## src/include/crsc_regs.svh

```systemverilog
// register map, field positions and timing counts of the chip reset source control block
// assumes a 250 MHz oscillator clock and byte addresses on a 32-bit AXI4-Lite bus
`ifndef CRSC_REGS_SVH
`define CRSC_REGS_SVH

`define CRSC_ADDR_FLAGS 32'he01fc180
`define CRSC_ADDR_IRQ_STAT 32'he01fc184
`define CRSC_ADDR_IRQ_MASK 32'he01fc188

`define CRSC_BIT_POR 0
`define CRSC_BIT_PIN 1
`define CRSC_BIT_WDT 2
`define CRSC_FLAGS_POR_VAL 3'h1
`define CRSC_IRQ_BIT_REL 0
`define CRSC_IRQ_BIT_PIN 1
`define CRSC_IRQ_BIT_WDT 2
`define CRSC_IRQ_W 3

`define CRSC_BOOT_ADDR 32'h0000_0000
`define CRSC_CLK_MHZ 250
`define CRSC_FILT_NS 100
`define CRSC_FILT_CYC ((`CRSC_FILT_NS * `CRSC_CLK_MHZ) / 1000)
`define CRSC_FILT_W 8
`define CRSC_WAKE_CYC 4096
`define CRSC_WAKE_W 13
`define CRSC_CFG_W 4

`define CRSC_RESP_OKAY 2'h0
`define CRSC_RESP_DECERR 2'h3

`endif

```

## src/include/crsc_pkg.sv

```systemverilog
// types shared by the chip reset source control block
// assumes nothing of its surroundings
`default_nettype none
package crsc_pkg;

  typedef enum logic [2:0] {
    ST_HOLD,
    ST_WAKE,
    ST_INIT,
    ST_RUN
  } crsc_state_t;

  typedef struct packed {
    logic wdt;
    logic pin;
    logic por;
  } crsc_flags_t;

endpackage
`default_nettype wire

```

## src/crsc_reset_ctrl.sv

```systemverilog
// chip reset source control: merges the filtered reset pin and the watchdog into one chip reset,
// holds it through the oscillator wake-up count, initialisation and flash settling,
// and records the cause in a write-one-to-clear flag register over AXI4-Lite.
// assumes aresetn is the power-on reset and the watchdog, init and flash signals share aclk.
//
// Register access over AXI4-Lite was decided locally.
`include "crsc_regs.svh"
`timescale 1ns/1ps
`default_nettype none

module crsc_reset_ctrl (
  input wire logic aclk,
  input wire logic aresetn,
  input wire logic clk_en,
  input wire logic reset_pin_n,
  input wire logic osc_running,
  input wire logic [`CRSC_CFG_W-1:0] cfg_pins,
  input wire logic wdt_timeout,
  input wire logic watchdog_reset_enable,
  input wire logic init_done,
  input wire logic flash_busy,
  input wire logic flash_hv_settled,
  output logic chip_reset_n,
  output logic init_start,
  output logic flash_abort,
  output logic [31:0] boot_addr,
  output logic [`CRSC_CFG_W-1:0] cfg_latched,
  output logic irq,
  input wire logic [31:0] s_axi_awaddr,
  input wire logic s_axi_awvalid,
  output logic s_axi_awready,
  input wire logic [31:0] s_axi_wdata,
  input wire logic [3:0] s_axi_wstrb,
  input wire logic s_axi_wvalid,
  output logic s_axi_wready,
  output logic [1:0] s_axi_bresp,
  output logic s_axi_bvalid,
  input wire logic s_axi_bready,
  input wire logic [31:0] s_axi_araddr,
  input wire logic s_axi_arvalid,
  output logic s_axi_arready,
  output logic [31:0] s_axi_rdata,
  output logic [1:0] s_axi_rresp,
  output logic s_axi_rvalid,
  input wire logic s_axi_rready
);

  // three-stage synchronisers for pins; a change counts once stages two and three agree
  logic [2:0] pin_sync_r;
  logic [2:0] osc_sync_r;
  logic [`CRSC_CFG_W-1:0] cfg_s1_r, cfg_s2_r, cfg_s3_r;
  logic pin_high_r;
  logic osc_up_r;

  always_ff @(posedge aclk) begin
    if (!aresetn) begin
      pin_sync_r <= 3'h7;
      osc_sync_r <= 3'h0;
      pin_high_r <= 1'b1;
      osc_up_r <= 1'b0;
    end else if (clk_en) begin
      pin_sync_r <= {pin_sync_r[1:0], reset_pin_n};
      osc_sync_r <= {osc_sync_r[1:0], osc_running};
      if (pin_sync_r[1] == pin_sync_r[2]) begin
        pin_high_r <= pin_sync_r[2];
      end
      if (osc_sync_r[1] == osc_sync_r[2]) begin
        osc_up_r <= osc_sync_r[2];
      end
    end
  end

  always_ff @(posedge aclk) begin
    if (!aresetn) begin
      cfg_s1_r <= '0;
      cfg_s2_r <= '0;
      cfg_s3_r <= '0;
    end else if (clk_en) begin
      cfg_s1_r <= cfg_pins;
      cfg_s2_r <= cfg_s1_r;
      cfg_s3_r <= cfg_s2_r;
    end
  end

  // glitch filter: the pin counts as asserted only after a run of low samples
  logic [`CRSC_FILT_W-1:0] filt_cnt_r;
  logic pin_rst_r;
  wire filt_full = (filt_cnt_r == `CRSC_FILT_W'(`CRSC_FILT_CYC));
  wire [`CRSC_FILT_W-1:0] filt_cnt_nxt = pin_high_r ? '0 : (filt_full ? filt_cnt_r : filt_cnt_r + 1'b1);

  always_ff @(posedge aclk) begin
    if (!aresetn) begin
      filt_cnt_r <= '0;
      pin_rst_r <= 1'b0;
    end else if (clk_en) begin
      filt_cnt_r <= filt_cnt_nxt;
      pin_rst_r <= ~pin_high_r & filt_full;
    end
  end

  // reset events
  logic pin_rst_q_r;
  wire pin_evt = pin_rst_r & ~pin_rst_q_r;
  wire wdt_evt = wdt_timeout & watchdog_reset_enable;
  wire reset_req = pin_rst_r | wdt_evt;

  always_ff @(posedge aclk) begin
    if (!aresetn) begin
      pin_rst_q_r <= 1'b0;
    end else if (clk_en) begin
      pin_rst_q_r <= pin_rst_r;
    end
  end

  // configuration latch follows the pin only while it holds reset
  always_ff @(posedge aclk) begin
    if (!aresetn) begin
      cfg_latched <= '0;
    end else if (clk_en && pin_rst_r && (cfg_s2_r == cfg_s3_r)) begin
      cfg_latched <= cfg_s3_r;
    end
  end

  // flash hold: a reset that hits a program or erase aborts it and waits for settling
  logic flash_hold_r;
  wire flash_hit = reset_req & flash_busy;

  always_ff @(posedge aclk) begin
    if (!aresetn) begin
      flash_hold_r <= 1'b0;
      flash_abort <= 1'b0;
    end else if (clk_en) begin
      flash_abort <= flash_hit;
      if (flash_hit) begin
        flash_hold_r <= 1'b1;
      end else if (flash_hv_settled) begin
        flash_hold_r <= 1'b0;
      end
    end
  end

  // reset sequencer
  crsc_pkg::crsc_state_t state_r, state_nxt;
  logic [`CRSC_WAKE_W-1:0] wake_cnt_r, wake_cnt_nxt;
  wire wake_done = (wake_cnt_r == `CRSC_WAKE_W'(`CRSC_WAKE_CYC - 1));

  always_comb begin
    state_nxt = state_r;
    wake_cnt_nxt = wake_cnt_r;
    case (state_r)
      crsc_pkg::ST_HOLD: begin
        wake_cnt_nxt = '0;
        if (!pin_rst_r && pin_high_r && osc_up_r) begin
          state_nxt = crsc_pkg::ST_WAKE;
        end
      end
      crsc_pkg::ST_WAKE: begin
        wake_cnt_nxt = wake_cnt_r + 1'b1;
        if (wake_done) begin
          state_nxt = crsc_pkg::ST_INIT;
        end
      end
      crsc_pkg::ST_INIT: begin
        if (init_done && !flash_hold_r && pin_high_r) begin
          state_nxt = crsc_pkg::ST_RUN;
        end
      end
      crsc_pkg::ST_RUN: begin
        state_nxt = crsc_pkg::ST_RUN;
      end
      default: begin
        state_nxt = crsc_pkg::ST_HOLD;
      end
    endcase
    // any reset or a lost oscillator restarts the wake-up timer
    if (reset_req || !osc_up_r) begin
      state_nxt = crsc_pkg::ST_HOLD;
      wake_cnt_nxt = '0;
    end
  end

  always_ff @(posedge aclk) begin
    if (!aresetn) begin
      state_r <= crsc_pkg::ST_HOLD;
      wake_cnt_r <= '0;
      chip_reset_n <= 1'b0;
      init_start <= 1'b0;
      boot_addr <= `CRSC_BOOT_ADDR;
    end else if (clk_en) begin
      state_r <= state_nxt;
      wake_cnt_r <= wake_cnt_nxt;
      chip_reset_n <= (state_nxt == crsc_pkg::ST_RUN);
      init_start <= (state_nxt == crsc_pkg::ST_INIT);
      boot_addr <= `CRSC_BOOT_ADDR;
    end
  end

  // cause flags; the set always wins over a clearing write
  crsc_pkg::crsc_flags_t flags_r, flags_nxt;
  logic [`CRSC_IRQ_W-1:0] irq_stat_r, irq_stat_nxt, irq_mask_r, irq_mask_nxt;
  logic [`CRSC_IRQ_W-1:0] irq_set;

  // axi write path
  logic aw_hold_r, w_hold_r;
  logic [31:0] awaddr_r, wdata_r;
  logic [3:0] wstrb_r;
  logic [1:0] bresp_r;
  logic bvalid_r;
  wire wr_go = aw_hold_r & w_hold_r & ~bvalid_r;
  wire wr_flags = (awaddr_r == `CRSC_ADDR_FLAGS);
  wire wr_stat = (awaddr_r == `CRSC_ADDR_IRQ_STAT);
  wire wr_mask = (awaddr_r == `CRSC_ADDR_IRQ_MASK);
  wire wr_hit = wr_flags | wr_stat | wr_mask;
  wire wr_lane0 = wr_go & wstrb_r[0];
  wire [`CRSC_IRQ_W-1:0] wr_bits = wdata_r[`CRSC_IRQ_W-1:0];
  wire [`CRSC_IRQ_W-1:0] clr_flags = (wr_lane0 & wr_flags) ? wr_bits : '0;
  wire [`CRSC_IRQ_W-1:0] clr_stat = (wr_lane0 & wr_stat) ? wr_bits : '0;

  assign s_axi_awready = ~aw_hold_r;
  assign s_axi_wready = ~w_hold_r;
  assign s_axi_bvalid = bvalid_r;
  assign s_axi_bresp = bresp_r;

  always_ff @(posedge aclk) begin
    if (!aresetn) begin
      aw_hold_r <= 1'b0;
      w_hold_r <= 1'b0;
      awaddr_r <= '0;
      wdata_r <= '0;
      wstrb_r <= '0;
    end else if (clk_en) begin
      if (s_axi_awvalid && !aw_hold_r) begin
        aw_hold_r <= 1'b1;
        awaddr_r <= s_axi_awaddr;
      end else if (wr_go) begin
        aw_hold_r <= 1'b0;
      end
      if (s_axi_wvalid && !w_hold_r) begin
        w_hold_r <= 1'b1;
        wdata_r <= s_axi_wdata;
        wstrb_r <= s_axi_wstrb;
      end else if (wr_go) begin
        w_hold_r <= 1'b0;
      end
    end
  end

  always_ff @(posedge aclk) begin
    if (!aresetn) begin
      bvalid_r <= 1'b0;
      bresp_r <= `CRSC_RESP_OKAY;
    end else if (clk_en) begin
      if (wr_go) begin
        bvalid_r <= 1'b1;
        bresp_r <= wr_hit ? `CRSC_RESP_OKAY : `CRSC_RESP_DECERR;
      end else if (s_axi_bready) begin
        bvalid_r <= 1'b0;
      end
    end
  end

  // flag update: por bit only ever cleared by software, pin and watchdog set by their events and held until written clear; a pin reset also clears the watchdog bit
  always_comb begin
    flags_nxt.por = flags_r.por & ~clr_flags[`CRSC_BIT_POR];
    flags_nxt.pin = pin_evt | (flags_r.pin & ~clr_flags[`CRSC_BIT_PIN]);
    flags_nxt.wdt = wdt_evt | (flags_r.wdt & ~clr_flags[`CRSC_BIT_WDT] & ~pin_evt);
  end

  assign irq_set[`CRSC_IRQ_BIT_REL] = (state_nxt == crsc_pkg::ST_RUN) & ~chip_reset_n;
  assign irq_set[`CRSC_IRQ_BIT_PIN] = pin_evt;
  assign irq_set[`CRSC_IRQ_BIT_WDT] = wdt_evt;
  assign irq_stat_nxt = irq_set | (irq_stat_r & ~clr_stat);
  assign irq_mask_nxt = (wr_lane0 & wr_mask) ? wr_bits : irq_mask_r;

  always_ff @(posedge aclk) begin
    if (!aresetn) begin
      flags_r <= `CRSC_FLAGS_POR_VAL;
      irq_stat_r <= '0;
      irq_mask_r <= '0;
      irq <= 1'b0;
    end else if (clk_en) begin
      flags_r <= flags_nxt;
      irq_stat_r <= irq_stat_nxt;
      irq_mask_r <= irq_mask_nxt;
      irq <= |(irq_stat_nxt & irq_mask_nxt);
    end
  end

  // axi read path; one read in flight, answered the cycle after the address is taken
  logic rvalid_r;
  logic [31:0] rdata_r;
  logic [1:0] rresp_r;
  wire rd_flags = (s_axi_araddr == `CRSC_ADDR_FLAGS);
  wire rd_stat = (s_axi_araddr == `CRSC_ADDR_IRQ_STAT);
  wire rd_mask = (s_axi_araddr == `CRSC_ADDR_IRQ_MASK);
  wire rd_hit = rd_flags | rd_stat | rd_mask;
  wire [`CRSC_IRQ_W-1:0] rd_bits = rd_flags ? flags_r : (rd_stat ? irq_stat_r : (rd_mask ? irq_mask_r : '0));

  assign s_axi_arready = ~rvalid_r;
  assign s_axi_rvalid = rvalid_r;
  assign s_axi_rdata = rdata_r;
  assign s_axi_rresp = rresp_r;

  always_ff @(posedge aclk) begin
    if (!aresetn) begin
      rvalid_r <= 1'b0;
      rdata_r <= '0;
      rresp_r <= `CRSC_RESP_OKAY;
    end else if (clk_en) begin
      if (s_axi_arvalid && !rvalid_r) begin
        rvalid_r <= 1'b1;
        rdata_r <= {{(32 - `CRSC_IRQ_W){1'b0}}, rd_bits};
        rresp_r <= rd_hit ? `CRSC_RESP_OKAY : `CRSC_RESP_DECERR;
      end else if (s_axi_rready) begin
        rvalid_r <= 1'b0;
      end
    end
  end

  // the board-side timing of the pin is not checked here; a too-short pulse is just filtered

endmodule
`default_nettype wire

```

## config.mk

```make
export PLATFORM = sky130hd
export DESIGN_NAME = crsc_reset_ctrl
export DESIGN_NICKNAME = d
export VERILOG_FILES = /design/src/include/crsc_pkg.sv /design/src/crsc_reset_ctrl.sv
export VERILOG_INCLUDE_DIRS = /design/src /design/src/include
export SDC_FILE = /design/constraint.sdc
export NUM_CORES = 1
export LEC_CHECK = 0
export ABC_AREA = 1
export BUFFER_PORTS_ARGS = -buffer_cell sky130_fd_sc_hd__buf_2
export CORE_MARGIN = 3
export CORE_UTILIZATION = 49
export DETAILED_ROUTE_END_ITERATION = 8
export HOLD_SLACK_MARGIN = 0.02
export MAX_ROUTING_LAYER = met4
export PLACE_DENSITY_LB_ADDON = 0.25
export SYNTH_ARGS = -nofsm -noshare
export SYNTH_HDL_FRONTEND = slang
export SYNTH_SLANG_ARGS = --single-unit
```

## constraint.sdc

```tcl
create_clock -name aclk -period 1.9 [get_ports aclk]
set_input_delay 0.095 -clock aclk [delete_from_list [all_inputs] [get_ports aclk]]
set_output_delay 0.095 -clock aclk [all_outputs]
set_load 0.02 [all_outputs]
```

Word level (Yosys, flattened, before mapping)
Cells that the tools add are included.
- $add $sub $neg: 2
- eq/ne operators: 17
- multiplexer cells: 26
- bitwise operators: 37
- reductions and logical operators: 37
- operators by type and width (kind ; count):
    $eq A32 B32 Y1 const B ; 6
    $mux W3 ; 10
    $pmux W13 S2 ; 1
    $reduce_and A2 Y1 ; 13
    $mux W8 ; 2
    $and A1 B1 Y1 ; 15
    $add A13 B1 Y13 const B ; 1
    $eq A13 B12 Y1 const B ; 1
    $mux W13 ; 1
    $eq A3 B2 Y1 const B ; 4
    $pmux W3 S4 ; 1
    $not A1 Y1 ; 11
    $reduce_bool A2 Y1 ; 5
    $logic_and A1 B1 Y1 ; 9
    $mux W1 ; 9
    $add A8 B1 Y8 const B ; 1
    $eq A8 B5 Y1 const B ; 1
    $or A1 B1 Y1 ; 7
    $and A3 B3 Y3 ; 2
    $logic_not A1 Y1 ; 6
    $eq A4 B4 Y1 ; 1
    $mux W2 ; 2
    $eq A3 B1 Y1 const B ; 1
    $logic_not A3 Y1 ; 1
    other kinds (7) ; 8
- register bits: 111
- input port bits: 119

Logic depth before layout (Yosys ltp)
- depth in word-level cells: 11
- gate-level depth with buffers: 14
- gate-level depth less buffers: 14

Worst setup path after synthesis
OpenSTA, ideal clock, no wires.
- path kind: reg2reg
- start: register wake_cnt_r[0]
- end: register irq
- setup time: 0.117 ns
- data arrival time: 1.292 ns
- slack: 0.491 ns
- cell stages (with the launch flop): 13
- buffers on the path: 0
- path through: dfxtp_1 -> ha_1 -> nand3_1 -> nor2_2 -> nand2_1 -> nand2_1 -> a21oi_2 -> nand2_1 -> nand3_2 -> nand2_1 -> inv_1 -> nor2_1 -> nor2_1
- cells in the longest elaborated chain, start to end: 9
- ends and longest elaborated chain (what ; RTL line ; RTL):
    from (decl) ; crsc_reset_ctrl.sv:144 ; logic [`CRSC_WAKE_W-1:0] wake_cnt_r, wake_cnt_nxt;
    from (signal assigned) ; crsc_reset_ctrl.sv:191 ; wake_cnt_r <= wake_cnt_nxt;
    $eq A13 B12 Y1 ; crsc_reset_ctrl.sv:145 ; wire wake_done = (wake_cnt_r == `CRSC_WAKE_W'(`CRSC_WAKE_CYC - 1));
    $mux W3 ; crsc_reset_ctrl.sv:159 ; if (wake_done) begin
    $pmux W3 S4 ; crsc_reset_ctrl.sv:150 ; case (state_r)
    $mux W3 ; crsc_reset_ctrl.sv:176 ; if (reset_req || !osc_up_r) begin
    $eq A3 B2 Y1 ; crsc_reset_ctrl.sv:269 ; assign irq_set[`CRSC_IRQ_BIT_REL] = (state_nxt == crsc_pkg::ST_RUN) & ~chip_reset_n;
    $and A1 B1 Y1 ; crsc_reset_ctrl.sv:269 ;
    $or A3 B3 Y3 ; crsc_reset_ctrl.sv:272 ; assign irq_stat_nxt = irq_set | (irq_stat_r & ~clr_stat);
    $and A3 B3 Y3 ; crsc_reset_ctrl.sv:285 ; irq <= |(irq_stat_nxt & irq_mask_nxt);
    $reduce_or A3 Y1 ; crsc_reset_ctrl.sv:285 ;
    to (signal assigned) ; crsc_reset_ctrl.sv:285 ;
    to (decl) ; crsc_reset_ctrl.sv:28 ; output logic irq,
Every way passes these cells.
A chain may end at the register's enable or synchronous reset.

Worst setup path in the final report
Same ends and word-level chain as after synthesis.

==> qor.csv <==
metric,value,unit
status,finished clean,
CTS Buf Count,9,
initial antenna violation count,0,
Final #Nets,975,
Worst-Margin Slew,0.568,ns
Core ar.,0.0104,mm^2
die span in x,109,um
Final setup viols,0,
post-synthesis sequential area ratio,0.418,
Clock power frac,0.297,
dpl cells,942,
Post-Synth Simple-Gate Area,0.253,
Post-Synth Adder-Cell Area,0.00718,
"FFs w/ async S/R, synth",0,
first-pass GRT wire length,18700,um
via count,4807,
largest net degree at the start of global routing,42,
Fillers,961,
post-route DRC violation count,0,
Crit. End Element,flop,
detailed placement HPWL,8630,um
number of synthesized register bits,109,
Hold Crit Start,s_axi_awaddr[1],
Worst EP arrival,2.01,ns
fin util,0.595,
net switching power,1210,uW
min Tclk post-route,1.71,ns
Pwr Total,4330,uW
Total Neg Setup Slack,0,ns
Synth Flop Type,dfxtp_1,
Starting Density,0.504,
period utilisation layout,0.900,
Rows,37,
Synth Area in XOR/XNOR,0.0117,
Flop pwr share,0.561,
Worst IR Drop VDD,444,uV
leak pwr,0.00271,uW
global route overflow,0,
Pint,3120,uW
Crit Reg-Reg Startpoint,wake_cnt_r[0]$_SDFFE_PN0P_,
CTS tree,done,
Slew Limit Fails,0,
Layout Cells excl Fill,994,
clock buffer depth,2,
total inserted antenna cells,0,
number of synthesized flops with an enable pin,0,
Max transition margin,0.620,
post-DR vias/cell,4.84,
GRT Total Usage,0.201,
synth warn,0,
largest family of logic cells by synthesized area,simple AND/OR/NAND/NOR gates,
GPL Wtd Cong,0.845,
post-CTS setup buffers,0,
CP Class,flop to flop,
CP startpoint kind,flop,
routed wire length,11800,um
die area,0.0119,mm^2
crit-path max FO,4,
port bufs,106,
dpl ws,0.233,ns
CP startpoint,wake_cnt_r[0]$_SDFFE_PN0P_,
initial detailed-routing violation count,215,
Clock Latency Late Sink,0.36,ns
Max H-tree Level,3,
setup ws final,0.190,ns
Worst Path Required,2.20,ns
drt pass-1 iters,4,
Final Hold Viols,0,
Syn Area/Cell,7.29,um^2
"Reg clk slew, reported paths",0.11,ns
worst min-delay path class,input port to flop,
Synth cell types,44,
pwr/cell area,701,mW/mm^2
Clock Skews,0.0162,ns
RSZ-0062 raised after global routing,no,
number of routed nets with antenna violations,0,
Die H,109,um
switch share,0.279,
Mapped Area,0.00523,mm^2
# IOs,200,
post-synthesis mux area share,0,
CTS root buf,clkbuf_8,
combinational share of power,0.142,
Syn-to-layout area delta,18.1,%
Synth Instances,717,
vias in the first global route,4278,
Routed WL per cell,11.9,um
clock sink count,109,
maxcap violations,0,
Synth Area in Compound Gates,0.148,
fmax,585,MHz
layout cells sized above 1,0.186,
-- final cells by class --
cell class | count | area, um^2 | area share
clock inverter | 5 | 35.0 | 0.00567
tap | 136 | 170 | 0.0276
inverter | 73 | 277 | 0.0448
sequential | 109 | 2180 | 0.353
timing repair buffer | 149 | 943 | 0.153
clock buffer | 11 | 141 | 0.0229
multi-input combinational | 511 | 2430 | 0.393
-- registers in the layout, summed over array words and instances (netlist names), 4 cells and up --
register,cells
filt_cnt_r,8
cfg_latched,4
cfg_s2_r,4
awaddr_r,32
cfg_s3_r,4
cfg_s1_r,4
wake_cnt_r,13
-- cells in the mapped netlist, drive strengths merged, types with 4 or more instances --
library cell	n	area, um^2
a211oi	5	37.5
a21oi	41	209
xnor2	4	35.0
nand2	119	472
clkbuf	14	52.6
buf	70	514
nor2	120	475
inv	71	269
nand3	39	205
nor3	14	80.1
o21ai	61	324
dfxtp	109	2180
o22ai	14	87.6
nand4	5	31.3
-- cells in the final DEF (no fill, tap or decap), types with 36 or more instances in the layout --
| master | n |
|---|---|
| dlygate4sd3_1 | 36 |
| nand3_1 | 37 |
| conb_1 | 61 |
| nand2_1 | 111 |
| inv_1 | 64 |
| buf_2 | 106 |
| dfxtp_1 | 109 |
| nor2_1 | 112 |
| o21ai_0 | 58 |
| a21oi_1 | 40 |
-- critical path, cell delays in order, from the launching register on --
cell,delay [ns]
dfxtp_1,0.38
ha_1,0.21
nand3_1,0.16
nor2_2,0.16
nand2_1,0.10
nand2_1,0.10
nand2_2,0.07
nor2_2,0.07
nand2_1,0.10
nand3_2,0.09
nand2_1,0.06
inv_1,0.05
nor2_1,0.03
nor2_1,0.07
-- logic make-up after synthesis --
| logic type | after synthesis |
|---|---|
| AOI/OAI and AO/OA | 135 |
| buffers and inverters | 157 |
| xor gates and xnor gates | 7 |
| DFF | 109 |
| and+or+nand+nor | 305 |
| adders and majority gates | 3 |
| other | 1 |
-- final timing paths --
| kind | endpoint | slack [ns] | cells past startpoint |
|---|---|---|---|
| hold / removal | awaddr_r[1]$_SDFFE_PN0P_ | 0.02 | 3 |
| hold reg to reg | flash_abort$_SDFFE_PN0P_ | 0.46 | 2 |
| setup reg to reg | irq$_SDFFE_PN0P_ | 0.19 | 13 |
| setup / recovery | irq$_SDFFE_PN0P_ | 0.19 | 13 |
-- per-stage QoR --
step	hold WS (ns)	area, um^2
floorplan	0.208	5450
global placement	0.298	5640
CTS	0.0219	6170
global route	0.0300	6170
finish	0.0233	6170
detailed placement	0.309	5640
-- power by group through the flow --
stage / Combinational (uW) / Clock, uW / Sequential, uW
after floorplan: 472 / 0 / 2480
after global placement: 542 / 0 / 2480
after detailed placement: 552 / 0 / 2480
after CTS: 609 / 1310 / 2430
after global routing: 691 / 1400 / 2440
final: 613 / 1290 / 2430
-- layer usage --
metal | vias to the layer above | part of all wire | track usage
li1 | 2470 | - | -
met1 | 2182 | 0.43 | 0.231
met2 | 147 | 0.50 | 0.364
met3 | 8 | 0.062 | 0.0314
met4 | 0 | 0.0082 | 0.0490
met5 | - | 0 | -
-- timing repair --
item	in CTS	in global routing
endpoints found under the hold margin	36	0
hold buffers	36	0
resized for setup	0	0
Note: power is estimated with default switching activity, not from simulation.
